[config.mk]
export PLATFORM = sky130hd
export DESIGN_NAME = can_rx_tx_buffer_control
export DESIGN_NICKNAME = d
export VERILOG_FILES = /design/src/common/can_rx_tx_buffer_control_pkg.sv /design/src/can_rx_tx_buffer_control.sv
export SDC_FILE = /design/constraint.sdc
export NUM_CORES = 1
export LEC_CHECK = 0
export BUFFER_PORTS_ARGS = -buffer_cell sky130_fd_sc_hd__buf_2
export CAP_MARGIN = 20
export CORE_MARGIN = 4
export CORE_UTILIZATION = 57
export CTS_CLUSTER_SIZE = 24
export DETAILED_ROUTE_END_ITERATION = 10
export PLACE_DENSITY_LB_ADDON = 0.2
export SLEW_MARGIN = 20
export SYNTH_ARGS = -nofsm -noshare
export SYNTH_HDL_FRONTEND = slang
export SYNTH_SLANG_ARGS = --single-unit
[constraint.sdc]
create_clock -name i_clock -period 12.2 [get_ports i_clock]
set_input_delay 1.83 -clock i_clock [delete_from_list [all_inputs] [get_ports i_clock]]
set_output_delay 1.83 -clock i_clock [all_outputs]
set_load 0.03 [all_outputs]
[src/common/can_rx_tx_buffer_control_pkg.sv]
package can_rx_tx_buffer_control_pkg;
    localparam int          ID_W          = 29;
    localparam int          DATA_W        = 64;
    localparam int          TXB_COUNT     = 3;
    localparam int          TXB_BYTES     = 14;
    localparam logic [3:0]  TXB_LAST      = 4'hd;
    localparam int          FIFO_WIDTH    = 8;
    localparam int          FIFO_DEPTH    = 32;
    localparam logic [7:0]  RX_CNT_MAX    = 8'hff;
    localparam logic [7:0]  RX_WARN_LIM   = 8'h60;
    localparam logic [7:0]  PASSIVE_LIM   = 8'h7f;
    localparam logic [8:0]  TX_WARN_LIM   = 9'h060;
    localparam logic [8:0]  TX_PASS_LIM   = 9'h07f;
    localparam logic [8:0]  BUS_OFF_LIM   = 9'h0ff;
    localparam logic [8:0]  TX_CNT_MAX    = 9'h100;
    localparam logic [4:0]  SYNC_TQ       = 5'h01;
    localparam logic [4:0]  BIT_MIN_TQ    = 5'h08;
    localparam logic [1:0]  MCLK_DIV_LAST = 2'h3;
    localparam logic [2:0]  TX_FLAG_RST   = 3'h7;
    typedef enum logic [1:0] {TX_IDLE, TX_LOAD, TX_WAIT} tx_state_t;
endpackage : can_rx_tx_buffer_control_pkg

[src/can_rx_tx_buffer_control.sv]
`timescale 1ns/1ps
// ----------------------------------------
// Byte FIFO toward the protocol engine
// ----------------------------------------
module byte_fifo #(
    parameter int WIDTH = 8,
    parameter int DEPTH = 32
) (
    input  wire logic             i_clock,
    input  wire logic             i_rst,
    input  wire logic             i_clk_en,
    input  wire logic             i_in_valid,
    output logic                  o_in_ready,
    input  wire logic [WIDTH-1:0] i_in_data,
    output logic                  o_out_valid,
    input  wire logic             i_out_ready,
    output logic [WIDTH-1:0]      o_out_data
);
    localparam int AW = $clog2(DEPTH);
    logic [WIDTH-1:0] mem_ff [DEPTH];
    logic [AW-1:0]    wr_ff;
    logic [AW-1:0]    rd_ff;
    logic [AW:0]      cnt_ff;
    wire              push = i_in_valid && o_in_ready && i_clk_en;
    wire              pop  = o_out_valid && i_out_ready && i_clk_en;
    assign o_in_ready  = (cnt_ff != (AW+1)'(DEPTH));
    assign o_out_valid = (cnt_ff != '0);
    assign o_out_data  = mem_ff[rd_ff];
    always_ff @(posedge i_clock) begin
        if (push) begin
            mem_ff[wr_ff] <= i_in_data;
        end
    end
    always_ff @(posedge i_clock or posedge i_rst) begin
        if (i_rst) begin
            wr_ff  <= '0;
            rd_ff  <= '0;
            cnt_ff <= '0;
        end else begin
            if (push) begin
                wr_ff <= (wr_ff == AW'(DEPTH-1)) ? '0 : wr_ff + 1'b1;
            end
            if (pop) begin
                rd_ff <= (rd_ff == AW'(DEPTH-1)) ? '0 : rd_ff + 1'b1;
            end
            cnt_ff <= cnt_ff + (AW+1)'(push) - (AW+1)'(pop);
        end
    end
endmodule : byte_fifo

// ----------------------------------------
// Buffer and error core
// ----------------------------------------
module can_rx_tx_buffer_control (
    input  wire logic        i_clock,
    input  wire logic        i_rst,
    input  wire logic        i_clk_en,
    input  wire logic        i_mab_valid,
    input  wire logic [28:0] i_mab_id,
    input  wire logic [63:0] i_mab_data,
    input  wire logic [28:0] i_filter_0,
    input  wire logic [28:0] i_filter_1,
    input  wire logic [28:0] i_mask_0,
    input  wire logic [28:0] i_mask_1,
    input  wire logic        i_double_buffer_enable,
    input  wire logic [1:0]  i_rx_release,
    input  wire logic [1:0]  i_rx_flag_clear,
    input  wire logic [1:0]  i_rx_int_enable,
    input  wire logic        i_rx_error,
    input  wire logic        i_error_flags_clear,
    output logic [1:0]       o_rx_buffer_full,
    output logic [1:0]       o_rx_buffer_flag,
    output logic [1:0]       o_rx_overrun_flag,
    output logic [28:0]      o_receive_buffer_0_id,
    output logic [63:0]      o_receive_buffer_0_data,
    output logic [28:0]      o_receive_buffer_1_id,
    output logic [63:0]      o_receive_buffer_1_data,
    output logic             o_invalid_message_flag,
    output logic             o_error_summary_flag,
    output logic             o_rx_warning_flag,
    output logic             o_rx_error_passive_flag,
    output logic [7:0]       o_rx_error_count,
    output logic             o_rx_interrupt,
    output logic             o_error_interrupt,
    input  wire logic        i_txb_write,
    input  wire logic [1:0]  i_txb_select,
    input  wire logic [3:0]  i_txb_index,
    input  wire logic [7:0]  i_txb_byte,
    input  wire logic [5:0]  i_tx_priority_field,
    input  wire logic [2:0]  i_tx_request_set,
    input  wire logic [2:0]  i_tx_request_clear,
    input  wire logic        i_abort_all_pending,
    input  wire logic [2:0]  i_tx_buffer_int_enable,
    input  wire logic [2:0]  i_tx_flag_clear,
    output logic [2:0]       o_tx_request,
    output logic [2:0]       o_tx_aborted_flag,
    output logic [2:0]       o_tx_lost_arbitration_flag,
    output logic [2:0]       o_tx_error_flag,
    output logic [2:0]       o_tx_buffer_flag,
    output logic             o_tx_warning_flag,
    output logic             o_tx_error_passive_flag,
    output logic             o_bus_off_flag,
    output logic [8:0]       o_tx_error_count,
    output logic             o_tx_interrupt,
    output logic             o_tx_byte_valid,
    input  wire logic        i_tx_byte_ready,
    output logic [7:0]       o_tx_byte,
    input  wire logic        i_tx_done,
    input  wire logic        i_tx_lost_arb,
    input  wire logic        i_tx_bus_error,
    input  wire logic        i_module_clock_select,
    input  wire logic [5:0]  i_quantum_prescaler,
    input  wire logic [2:0]  i_prop_seg,
    input  wire logic [2:0]  i_phase1_seg,
    input  wire logic [2:0]  i_phase2_seg,
    output logic             o_quantum_tick,
    output logic             o_sample_tick,
    output logic             o_bit_tick
);
    // ----------------------------------------
    // Receive acceptance and buffering
    // ----------------------------------------
    logic [1:0]  full_ff;
    logic [1:0]  rxf_ff;
    logic [1:0]  ovr_ff;
    logic        inv_ff;
    logic        sum_ff;
    logic [7:0]  rxc_ff;
    logic [8:0]  txc_ff;
    logic [28:0] id0_ff;
    logic [28:0] id1_ff;
    logic [63:0] dat0_ff;
    logic [63:0] dat1_ff;
    wire hit0   = ((i_mab_id ^ i_filter_0) & i_mask_0) == '0;
    wire hit1   = ((i_mab_id ^ i_filter_1) & i_mask_1) == '0;
    wire for0   = i_mab_valid && hit0;
    wire for1   = i_mab_valid && !hit0 && hit1;
    wire spill  = for0 && full_ff[0] && i_double_buffer_enable;
    wire store0 = for0 && !full_ff[0];
    wire store1 = (for1 || spill) && !full_ff[1];
    wire over0  = for0 && full_ff[0] && !i_double_buffer_enable;
    wire over1  = (for1 || spill) && full_ff[1];
    wire [1:0] stored = {store1, store0};
    wire rx_warn  = rxc_ff >= can_rx_tx_buffer_control_pkg::RX_WARN_LIM;
    wire rx_pass  = rxc_ff > can_rx_tx_buffer_control_pkg::PASSIVE_LIM;
    wire tx_warn  = txc_ff > can_rx_tx_buffer_control_pkg::TX_WARN_LIM;
    wire tx_pass  = txc_ff > can_rx_tx_buffer_control_pkg::TX_PASS_LIM;
    wire bus_off  = txc_ff > can_rx_tx_buffer_control_pkg::BUS_OFF_LIM;
    // Level sources keep the summary up while they hold; clearing only drops history
    // Receive errors stay out of it, else each one would reach the error interrupt
    wire err_src  = over0 || over1 || i_tx_bus_error
                    || rx_warn || rx_pass || tx_warn || tx_pass || bus_off;
    wire rx_inc   = i_rx_error && (rxc_ff != can_rx_tx_buffer_control_pkg::RX_CNT_MAX);
    wire tx_inc   = i_tx_bus_error && (txc_ff != can_rx_tx_buffer_control_pkg::TX_CNT_MAX);
    always_ff @(posedge i_clock or posedge i_rst) begin
        if (i_rst) begin
            full_ff <= '0;
            rxf_ff  <= '0;
            ovr_ff  <= '0;
            inv_ff  <= 1'b0;
            sum_ff  <= 1'b0;
            rxc_ff  <= '0;
            txc_ff  <= '0;
        end else if (i_clk_en) begin
            full_ff <= stored | (full_ff & ~i_rx_release);
            rxf_ff  <= stored | (rxf_ff & ~i_rx_flag_clear);
            ovr_ff  <= {over1, over0} | (ovr_ff & {2{~i_error_flags_clear}});
            inv_ff  <= i_rx_error || (inv_ff && !i_error_flags_clear);
            sum_ff  <= err_src || (sum_ff && !i_error_flags_clear);
            rxc_ff  <= rxc_ff + 8'(rx_inc);
            txc_ff  <= txc_ff + 9'(tx_inc);
        end
    end
    always_ff @(posedge i_clock or posedge i_rst) begin
        if (i_rst) begin
            id0_ff  <= '0;
            dat0_ff <= '0;
            id1_ff  <= '0;
            dat1_ff <= '0;
        end else if (i_clk_en) begin
            if (store0) begin
                id0_ff  <= i_mab_id;
                dat0_ff <= i_mab_data;
            end
            if (store1) begin
                id1_ff  <= i_mab_id;
                dat1_ff <= i_mab_data;
            end
        end
    end
    assign o_rx_buffer_full        = full_ff;
    assign o_rx_buffer_flag        = rxf_ff;
    assign o_rx_overrun_flag       = ovr_ff;
    assign o_receive_buffer_0_id   = id0_ff;
    assign o_receive_buffer_0_data = dat0_ff;
    assign o_receive_buffer_1_id   = id1_ff;
    assign o_receive_buffer_1_data = dat1_ff;
    assign o_invalid_message_flag  = inv_ff;
    assign o_error_summary_flag    = sum_ff;
    assign o_rx_warning_flag       = rx_warn;
    assign o_rx_error_passive_flag = rx_pass;
    assign o_rx_error_count        = rxc_ff;
    assign o_tx_warning_flag       = tx_warn;
    assign o_tx_error_passive_flag = tx_pass;
    assign o_bus_off_flag          = bus_off;
    assign o_tx_error_count        = txc_ff;
    // Receive errors themselves raise nothing; only the warning level interrupts
    assign o_rx_interrupt    = |(rxf_ff & i_rx_int_enable);
    assign o_error_interrupt = sum_ff || rx_warn;

    // ----------------------------------------
    // Transmit buffers and scheduling
    // ----------------------------------------
    can_rx_tx_buffer_control_pkg::tx_state_t state_ff;
    logic [7:0] txm_ff [can_rx_tx_buffer_control_pkg::TXB_COUNT]
                       [can_rx_tx_buffer_control_pkg::TXB_BYTES];
    logic [2:0] req_ff;
    logic [2:0] abt_ff;
    logic [2:0] larb_ff;
    logic [2:0] terr_ff;
    logic [2:0] txf_ff;
    logic [1:0] sel_ff;
    logic [3:0] idx_ff;
    logic       cancel_ff;
    wire        fifo_ready;
    wire [2:0]  sc0 = {req_ff[0], i_tx_priority_field[1:0]};
    wire [2:0]  sc1 = {req_ff[1], i_tx_priority_field[3:2]};
    wire [2:0]  sc2 = {req_ff[2], i_tx_priority_field[5:4]};
    // Ties go to the lower buffer number
    wire [1:0]  win01  = (sc1 > sc0) ? 2'h1 : 2'h0;
    wire [2:0]  sc01   = (sc1 > sc0) ? sc1 : sc0;
    wire [1:0]  winner = (sc2 > sc01) ? 2'h2 : win01;
    wire        start  = (state_ff == can_rx_tx_buffer_control_pkg::TX_IDLE) && (|req_ff)
                         && !bus_off && !i_abort_all_pending;
    wire        finish = (state_ff == can_rx_tx_buffer_control_pkg::TX_WAIT)
                         && (i_tx_done || i_tx_lost_arb || i_tx_bus_error);
    wire        fail   = finish && !i_tx_done;
    wire        push   = (state_ff == can_rx_tx_buffer_control_pkg::TX_LOAD);
    wire        pushed = push && fifo_ready;
    wire        busy   = (state_ff != can_rx_tx_buffer_control_pkg::TX_IDLE);
    wire        cancel_now = busy && (i_abort_all_pending || i_tx_request_clear[sel_ff]);
    genvar b;
    generate
        for (b = 0; b < can_rx_tx_buffer_control_pkg::TXB_COUNT; b++) begin : g_txb
            wire mine   = busy && (sel_ff == 2'(b));
            wire fin_b  = finish && mine;
            wire done_b = fin_b && i_tx_done;
            wire drop_b = fin_b && fail && (cancel_ff || cancel_now);
            wire sw_b   = (i_tx_request_clear[b] || i_abort_all_pending) && !mine;
            wire abt_b  = drop_b || (sw_b && req_ff[b]);
            wire set_b  = i_tx_request_set[b];
            always_ff @(posedge i_clock) begin
                if (i_clk_en && i_txb_write && i_txb_select == 2'(b)) begin
                    txm_ff[b][i_txb_index] <= i_txb_byte;
                end
            end
            always_ff @(posedge i_clock or posedge i_rst) begin
                if (i_rst) begin
                    req_ff[b]  <= 1'b0;
                    abt_ff[b]  <= 1'b0;
                    larb_ff[b] <= 1'b0;
                    terr_ff[b] <= 1'b0;
                    txf_ff[b]  <= can_rx_tx_buffer_control_pkg::TX_FLAG_RST[b];
                end else if (i_clk_en) begin
                    req_ff[b]  <= set_b || (req_ff[b] && !done_b && !drop_b && !sw_b);
                    abt_ff[b]  <= abt_b || (abt_ff[b] && !set_b);
                    larb_ff[b] <= (fin_b && i_tx_lost_arb) || (larb_ff[b] && !set_b);
                    terr_ff[b] <= (fin_b && i_tx_bus_error) || (terr_ff[b] && !set_b);
                    txf_ff[b]  <= done_b || (txf_ff[b] && !i_tx_flag_clear[b]);
                end
            end
        end
    endgenerate
    always_ff @(posedge i_clock or posedge i_rst) begin
        if (i_rst) begin
            state_ff  <= can_rx_tx_buffer_control_pkg::TX_IDLE;
            sel_ff    <= '0;
            idx_ff    <= '0;
            cancel_ff <= 1'b0;
        end else if (i_clk_en) begin
            unique case (state_ff)
                can_rx_tx_buffer_control_pkg::TX_IDLE: begin
                    cancel_ff <= 1'b0;
                    idx_ff    <= '0;
                    if (start) begin
                        sel_ff   <= winner;
                        state_ff <= can_rx_tx_buffer_control_pkg::TX_LOAD;
                    end
                end
                can_rx_tx_buffer_control_pkg::TX_LOAD: begin
                    cancel_ff <= cancel_ff || cancel_now;
                    if (pushed) begin
                        idx_ff <= idx_ff + 4'h1;
                        if (idx_ff == can_rx_tx_buffer_control_pkg::TXB_LAST) begin
                            state_ff <= can_rx_tx_buffer_control_pkg::TX_WAIT;
                        end
                    end
                end
                can_rx_tx_buffer_control_pkg::TX_WAIT: begin
                    cancel_ff <= cancel_ff || cancel_now;
                    if (finish) begin
                        state_ff <= can_rx_tx_buffer_control_pkg::TX_IDLE;
                    end
                end
            endcase
        end
    end
    byte_fifo #(
        .WIDTH (can_rx_tx_buffer_control_pkg::FIFO_WIDTH),
        .DEPTH (can_rx_tx_buffer_control_pkg::FIFO_DEPTH)
    ) u_fifo (
        .i_clock     (i_clock),
        .i_rst       (i_rst),
        .i_clk_en    (i_clk_en),
        .i_in_valid  (push),
        .o_in_ready  (fifo_ready),
        .i_in_data   (txm_ff[sel_ff][idx_ff]),
        .o_out_valid (o_tx_byte_valid),
        .i_out_ready (i_tx_byte_ready),
        .o_out_data  (o_tx_byte)
    );
    assign o_tx_request               = req_ff;
    assign o_tx_aborted_flag          = abt_ff;
    assign o_tx_lost_arbitration_flag = larb_ff;
    assign o_tx_error_flag            = terr_ff;
    assign o_tx_buffer_flag           = txf_ff;
    assign o_tx_interrupt = |(txf_ff & ~req_ff & i_tx_buffer_int_enable);

    // ----------------------------------------
    // Bit timing
    // ----------------------------------------
    logic [1:0] mdiv_ff;
    logic [6:0] pre_ff;
    logic [4:0] tq_ff;
    wire mclk = !i_module_clock_select
                || (mdiv_ff == can_rx_tx_buffer_control_pkg::MCLK_DIV_LAST);
    wire [6:0] pre_last = {i_quantum_prescaler, 1'b1};
    wire tq = mclk && (pre_ff == pre_last);
    wire [4:0] raw_len = can_rx_tx_buffer_control_pkg::SYNC_TQ + 5'(i_prop_seg)
                         + 5'(i_phase1_seg) + 5'(i_phase2_seg) + 5'h03;
    // Short settings stretch phase 2 so the bit never drops under the minimum
    wire [4:0] bit_len = (raw_len < can_rx_tx_buffer_control_pkg::BIT_MIN_TQ)
                         ? can_rx_tx_buffer_control_pkg::BIT_MIN_TQ : raw_len;
    wire [4:0] smp_at = can_rx_tx_buffer_control_pkg::SYNC_TQ + 5'(i_prop_seg)
                        + 5'(i_phase1_seg) + 5'h01;
    wire bit_end = tq && (tq_ff == bit_len - 5'h01);
    always_ff @(posedge i_clock or posedge i_rst) begin
        if (i_rst) begin
            mdiv_ff <= '0;
            pre_ff  <= '0;
            tq_ff   <= '0;
        end else if (i_clk_en) begin
            mdiv_ff <= mdiv_ff + 2'h1;
            if (mclk) begin
                pre_ff <= tq ? 7'h00 : pre_ff + 7'h01;
            end
            if (tq) begin
                tq_ff <= bit_end ? 5'h00 : tq_ff + 5'h01;
            end
        end
    end
    assign o_quantum_tick = tq && i_clk_en;
    assign o_sample_tick  = tq && i_clk_en && (tq_ff == smp_at - 5'h01);
    assign o_bit_tick     = bit_end && i_clk_en;
endmodule : can_rx_tx_buffer_control

# Yosys cells after proc, flatten, opt, wreduce, memory -nomap -nowiden
# Memory sizes are Yosys's and may differ from the RTL's.
# Index checks and enable logic that the tools add are counted.
# word_totals
inputBits	276
mem_count	2
mem_bits_rw	592
register_bits	265
word_cells	309
out_inout_bits	246
# memory_table
name	depth	word_bits	rd	rd_ports_with_merged_regs	write_ports	line_no	source
txm_ff	3	112	1	0	1	can_rx_tx_buffer_control.sv:215	logic [7:0] txm_ff [can_rx_tx_buffer_control_pkg::TXB_COUNT]
u_fifo.mem_ff	32	8	1	0	1	can_rx_tx_buffer_control.sv:20	logic [WIDTH-1:0] mem_ff [DEPTH];
# op_classes
n_eq_ne	20
n_reduce_logical	166
n_bitwise	19
n_mux	37
add_sub_neg	17
magnitude_cmp	12
# ops
cell	n
$mux 112	7
$reduce_or 112->1	2
$logic_and 1x1->1	81
$and 29x29->29	2
$logic_not 29->1	2
$xor 29x29->29	2
$logic_or 1x1->1	37
$bmux 8 s4	1
$demux 8 s4	1
$logic_not 1->1	27
$mux 8	3
$add 5x1->5 const B	4
$mux 5	4
$gt 9x7->1 const B	2
$mux 2	7
$eq 5x5->1	2
$eq 5x5->1 const B	2
$ge 5x5->1 const B	2
$not 4->5	2
$sub 5x1->5 const B	2
$add 9x1->9	1
$gt 9x8->1 const B	1
$ne 9x9->1 const B	1
$add 8x1->8	1
44 further kinds	75

# Logic depth before layout (Yosys ltp)
# depth
word_depth	16
ltp_mapped	19
depth_no_buf	19

# Cells and area by module
# Synthesis repeated with hierarchy kept, for this count alone.
# hier_totals
hier_cells	2295
area_unflattened_um2	36297.3
# by_module_without_submodules
mod	cells_per_inst	seq_area_each_um2	instances	area_per_inst_um2
can_rx_tx_buffer_control	1722	16324.4	1	25388.1
byte_fifo	573	8087.8	1	10909.2

# Worst setup path after synthesis
# No wires, ideal clock.
# synth_path
path_kind	input to output
startpoint	in i_prop_seg[0]
endpoint	out o_bit_tick
setup_slack_ns	4.902
path_buffers	0
cell_stages	18
t_arrival_ns	5.468
required_ns	10.370
path_cell_list	inv_1 > ha_1 > fa_1 > ha_1 > inv_1 > ha_1 > fa_1 > nor2_1 > o21ba_2 > or2_2 > nand2b_1 > ha_1 > xnor2_1 > xnor2_1 > o32ai_1 > a32oi_1 > nor4_1 > and2_1
# synth_between
elab_chain_len	10
# synth_rtl
element	line_no	source
start, declared	can_rx_tx_buffer_control.sv:113	input wire logic [2:0] i_prop_seg,
$add 1x3->4 *	can_rx_tx_buffer_control.sv:339	wire [4:0] raw_len = can_rx_tx_buffer_control_pkg::SYNC_TQ + 5'(i_prop_seg)
$add 4x3->5 *	can_rx_tx_buffer_control.sv:340	+ 5'(i_phase1_seg) + 5'(i_phase2_seg) + 5'h03;
$add 5x3->5 *	can_rx_tx_buffer_control.sv:340	
$add 5x2->5 *	can_rx_tx_buffer_control.sv:340	
$lt 5x4->1	can_rx_tx_buffer_control.sv:342	wire [4:0] bit_len = (raw_len < can_rx_tx_buffer_control_pkg::BIT_MIN_TQ)
$mux 5 *	can_rx_tx_buffer_control.sv:343	? can_rx_tx_buffer_control_pkg::BIT_MIN_TQ : raw_len;
$sub 5x1->5 *	can_rx_tx_buffer_control.sv:346	wire bit_end = tq && (tq_ff == bit_len - 5'h01);
$eq 5x5->1 *	can_rx_tx_buffer_control.sv:346	
$logic_and 1x1->1 *	can_rx_tx_buffer_control.sv:346	
$logic_and 1x1->1 *	can_rx_tx_buffer_control.sv:364	assign o_bit_tick = bit_end && i_clk_en;
end, declared	can_rx_tx_buffer_control.sv:118	output logic o_bit_tick
# Mark *: on every way between the ends. The rest lies on a longest branch, timed or not.

# Worst setup path in the final report
# Ends and elaborated chain as after synthesis.

==> impl_metrics.ini <==
[power_and_ir_drop]
ir_worst_vdd_uv = 152
p_leak_nw = 17.3
cellPowerDensity_nw_per_um2 = 201

[route]
drc = 0
drt_pass1_iterations = 6
wirelength_um = 98600
drt.antenna.violating_nets = 0
drt_iter0_markers = 1966
vias_per_cell = 5.96
wl_per_cell_um = 26.9
vias = 21861

[place]
dp_hpwl_um = 70000
gp_congestion = 0.969
place.port_buffers = 521
placed_area_um2 = 39500

[yosys]
syn_area_per_cell_um2 = 16.3
syn_nets = 2544
ys_top_cells_by_area = edfxtp_1 (49%), dfrtp_1 (18%), mux4_2 (7.0%), mux2_2 (4.6%), mux2i_1 (3.0%)
synth-main-ff-cell = edfxtp_1
synth-async-reset-ratio = 0.309
yosys_warnings = 0
synth-edff-count = 592
yosysSeqAreaShare = 0.676
synth_top_area_frac = 0.492
synth_top_cell_by_area = edfxtp_1
synth.distinct_cells = 65
synth_cells = 2220
synth.ff_latch_count = 857
syn-cell-area_um2 = 36100

[worst_hold_path]
hp-start = mdiv_ff[0]
holdPathStages = 1
worstHoldPathType = reg -> reg
worstHoldEndpoint = mdiv_ff[0]

[worst_setup_path]
r2r_end = u_fifo.mem_ff[27][3]
path_class = in -> out
r2r-start = sel_ff[0]
worstPathRequired_ns = 10.37
r2r_slack_ns = 8.67
worstPathMaxFanout = 4
arrival_ns = 6.01
critPathCaptureType = output port
ff2ff_path_depth = 7
cp-startpoint = i_prop_seg[0]
cp-start-kind = primary input

[die]
die-area_um2 = 67500
chipWidth_um = 260
die_y_um = 260
core_um2 = 63000
start_util = 0.574
boundaryPins = 522
num_rows = 92

[clocking]
cts_root_buf = clkbuf_16
clk_latency_ns = 0.63
htreeDepth = 3
cts_resized = 0
clock_path_buffers = 3
cts_buffers = 86
postCtsSetupRepairBufs = 0
clkSinkCount = 857
hold_buffers = 0
cts_tree = built
path_clk_slew_ns = 0.06

[sta]
setup_tns_ns = 0
fmax_ghz = 0.128
final_hold_viol_count = 0
post-route-period-util = 0.643
min_period_ns = 7.84
hold_slack_ns = 0.479
setup_viol = 0
skew_ns = 0.0304
worstMarginPinSlew_ns = 1.08
relSlewSlack = 0.283
rsz0062_at_grt = false
finalMaxSlewViolations = 0

[global_routing]
grt_overflow_total = 0
grt_pass1_wl_um = 144000
first_global_vias = 21955
grt.total_usage = 0.287
antenna_found_initial = 9
grt_max_degree = 150

[finish]
drive_gt1_frac = 0.367
layout_commonest_cell = edfxtp_1
area_growth_pct = 17.7
design_area_um2 = 42500
final_cell_mix = edfxtp_1 (592), buf_2 (521), dfrtp_1 (258)
nets = 3071

[job]
maxCapViolCount = 0

[status]
outcome = completed
[final cells by class]
cell class | instances | area, um^2
diodes | 7 | 17.5
multi-input cells | 1216 | 11100
clock buffers | 109 | 2380
repair buffers | 541 | 2770
clock inverters | 48 | 609
fillers | 4261 | 20400
inverters | 45 | 176
well taps | 846 | 1060
flip-flops and latches | 857 | 24400
[cell usage after synthesis (all sizes together), types with 3 or more instances]
| cell | number |
|---|---|
| xor2 | 82 |
| and2 | 3 |
| or2 | 4 |
| dfrtp | 262 |
| nand2 | 163 |
| mux2 | 220 |
| dfstp | 3 |
| nand4 | 23 |
| o211ai | 4 |
| edfxtp | 592 |
| nor3 | 5 |
| or3b | 3 |
| nor2 | 118 |
| nand2b | 4 |
| a21o | 6 |
| nor2b | 8 |
| ha | 45 |
| a22oi | 42 |
| or3 | 5 |
| a221oi | 3 |
| inv | 44 |
| and3 | 7 |
| a22o | 16 |
| a211oi | 4 |
| nor4 | 6 |
| nand3b | 7 |
| o31ai | 3 |
| clkbuf | 57 |
| fa | 3 |
| xnor2 | 20 |
| buf | 45 |
| a21oi | 21 |
| o21bai | 3 |
| mux2i | 110 |
| o21ai | 120 |
| nand3 | 21 |
| mux4 | 112 |
| o22ai | 3 |
[registers in the layout (all words and copies together), names as in the netlist, 3 cells and up]
register and count:
txm_ff 336, u_fifo.mem_ff 256, o_receive_buffer_0_data 64, o_receive_buffer_1_data 64, o_receive_buffer_0_id 29, o_receive_buffer_1_id 29, o_tx_error_count 9, o_rx_error_count 8
pre_ff 7, u_fifo.cnt_ff 6, tq_ff 5, u_fifo.rd_ff 5, u_fifo.wr_ff 5, idx_ff 4, o_tx_aborted_flag 3, o_tx_buffer_flag 3
o_tx_error_flag 3, o_tx_lost_arbitration_flag 3, o_tx_request 3
[how the worst max path moves through the flow]
stage                             to  cells after the start
after floorplan            cancel_ff                      1
after global placement    o_bit_tick                     20
after CTS                 o_bit_tick                     20
after detailed placement  o_bit_tick                     20
final                     o_bit_tick                     20
after global routing      o_bit_tick                     20
[critical path, cell delays in order]
cell,delay [ns]
buf_2,0.07
inv_1,0.03
ha_1,0.22
fa_1,0.49
ha_1,0.30
inv_1,0.04
ha_1,0.22
fa_1,0.42
nor2_1,0.10
o21ba_2,0.17
or2_2,0.30
nand2b_1,0.09
ha_1,0.20
xnor2_1,0.20
xnor2_1,0.12
o32ai_1,0.23
a32oi_1,0.09
nor4_1,0.40
and2_1,0.25
buf_2,0.22
[layer usage]
metal	up-vias	GRT usage	part of all wire
met3	188	0.0599	0.078
met2	1014	0.471	0.49
met1	11158	0.386	0.39
met5	-	0	0.000071
li1	9499	-	-
met4	2	0.103	0.035
[through the flow]
stage	instances	setup WS [ns]	total power [W]	utilization
2_1_floorplan	2220	3.08	0.00508	-
3_3_place_gp	3505	4.54	0.00574	0.628
3_5_place_dp	3505	4.39	0.00583	0.628
4_1_cts	3662	4.40	0.00858	0.675
5_1_grt	3668	4.12	0.00887	0.676
6_report	3669	4.36	0.00854	0.676
[logic make-up (layout without fill, tap and decap cells)]
group                    after synthesis  in the layout  synth area share
multiplexers                         442            442             0.176
other                                  0              7                 0
AO/OA/AOI/OAI                        241            241            0.0413
adder cells (fa/ha/maj)               48             48            0.0172
XOR/XNOR                             102            102            0.0247
AND/OR/NAND/NOR                      383            383            0.0470
flip-flops                           857            857             0.676
buffers and inverters                147            743            0.0183
[power breakdown]
| part | internal (W) | switching (W) | total, W |
|---|---|---|---|
| clock | 0.00164 | 0.00112 | 0.00276 |
| sequential | 0.00350 | 0.000210 | 0.00371 |
| combinational | 0.000810 | 0.00125 | 0.00206 |
| total | 0.00595 | 0.00258 | 0.00854 |
(Power assumes the default switching activity.)
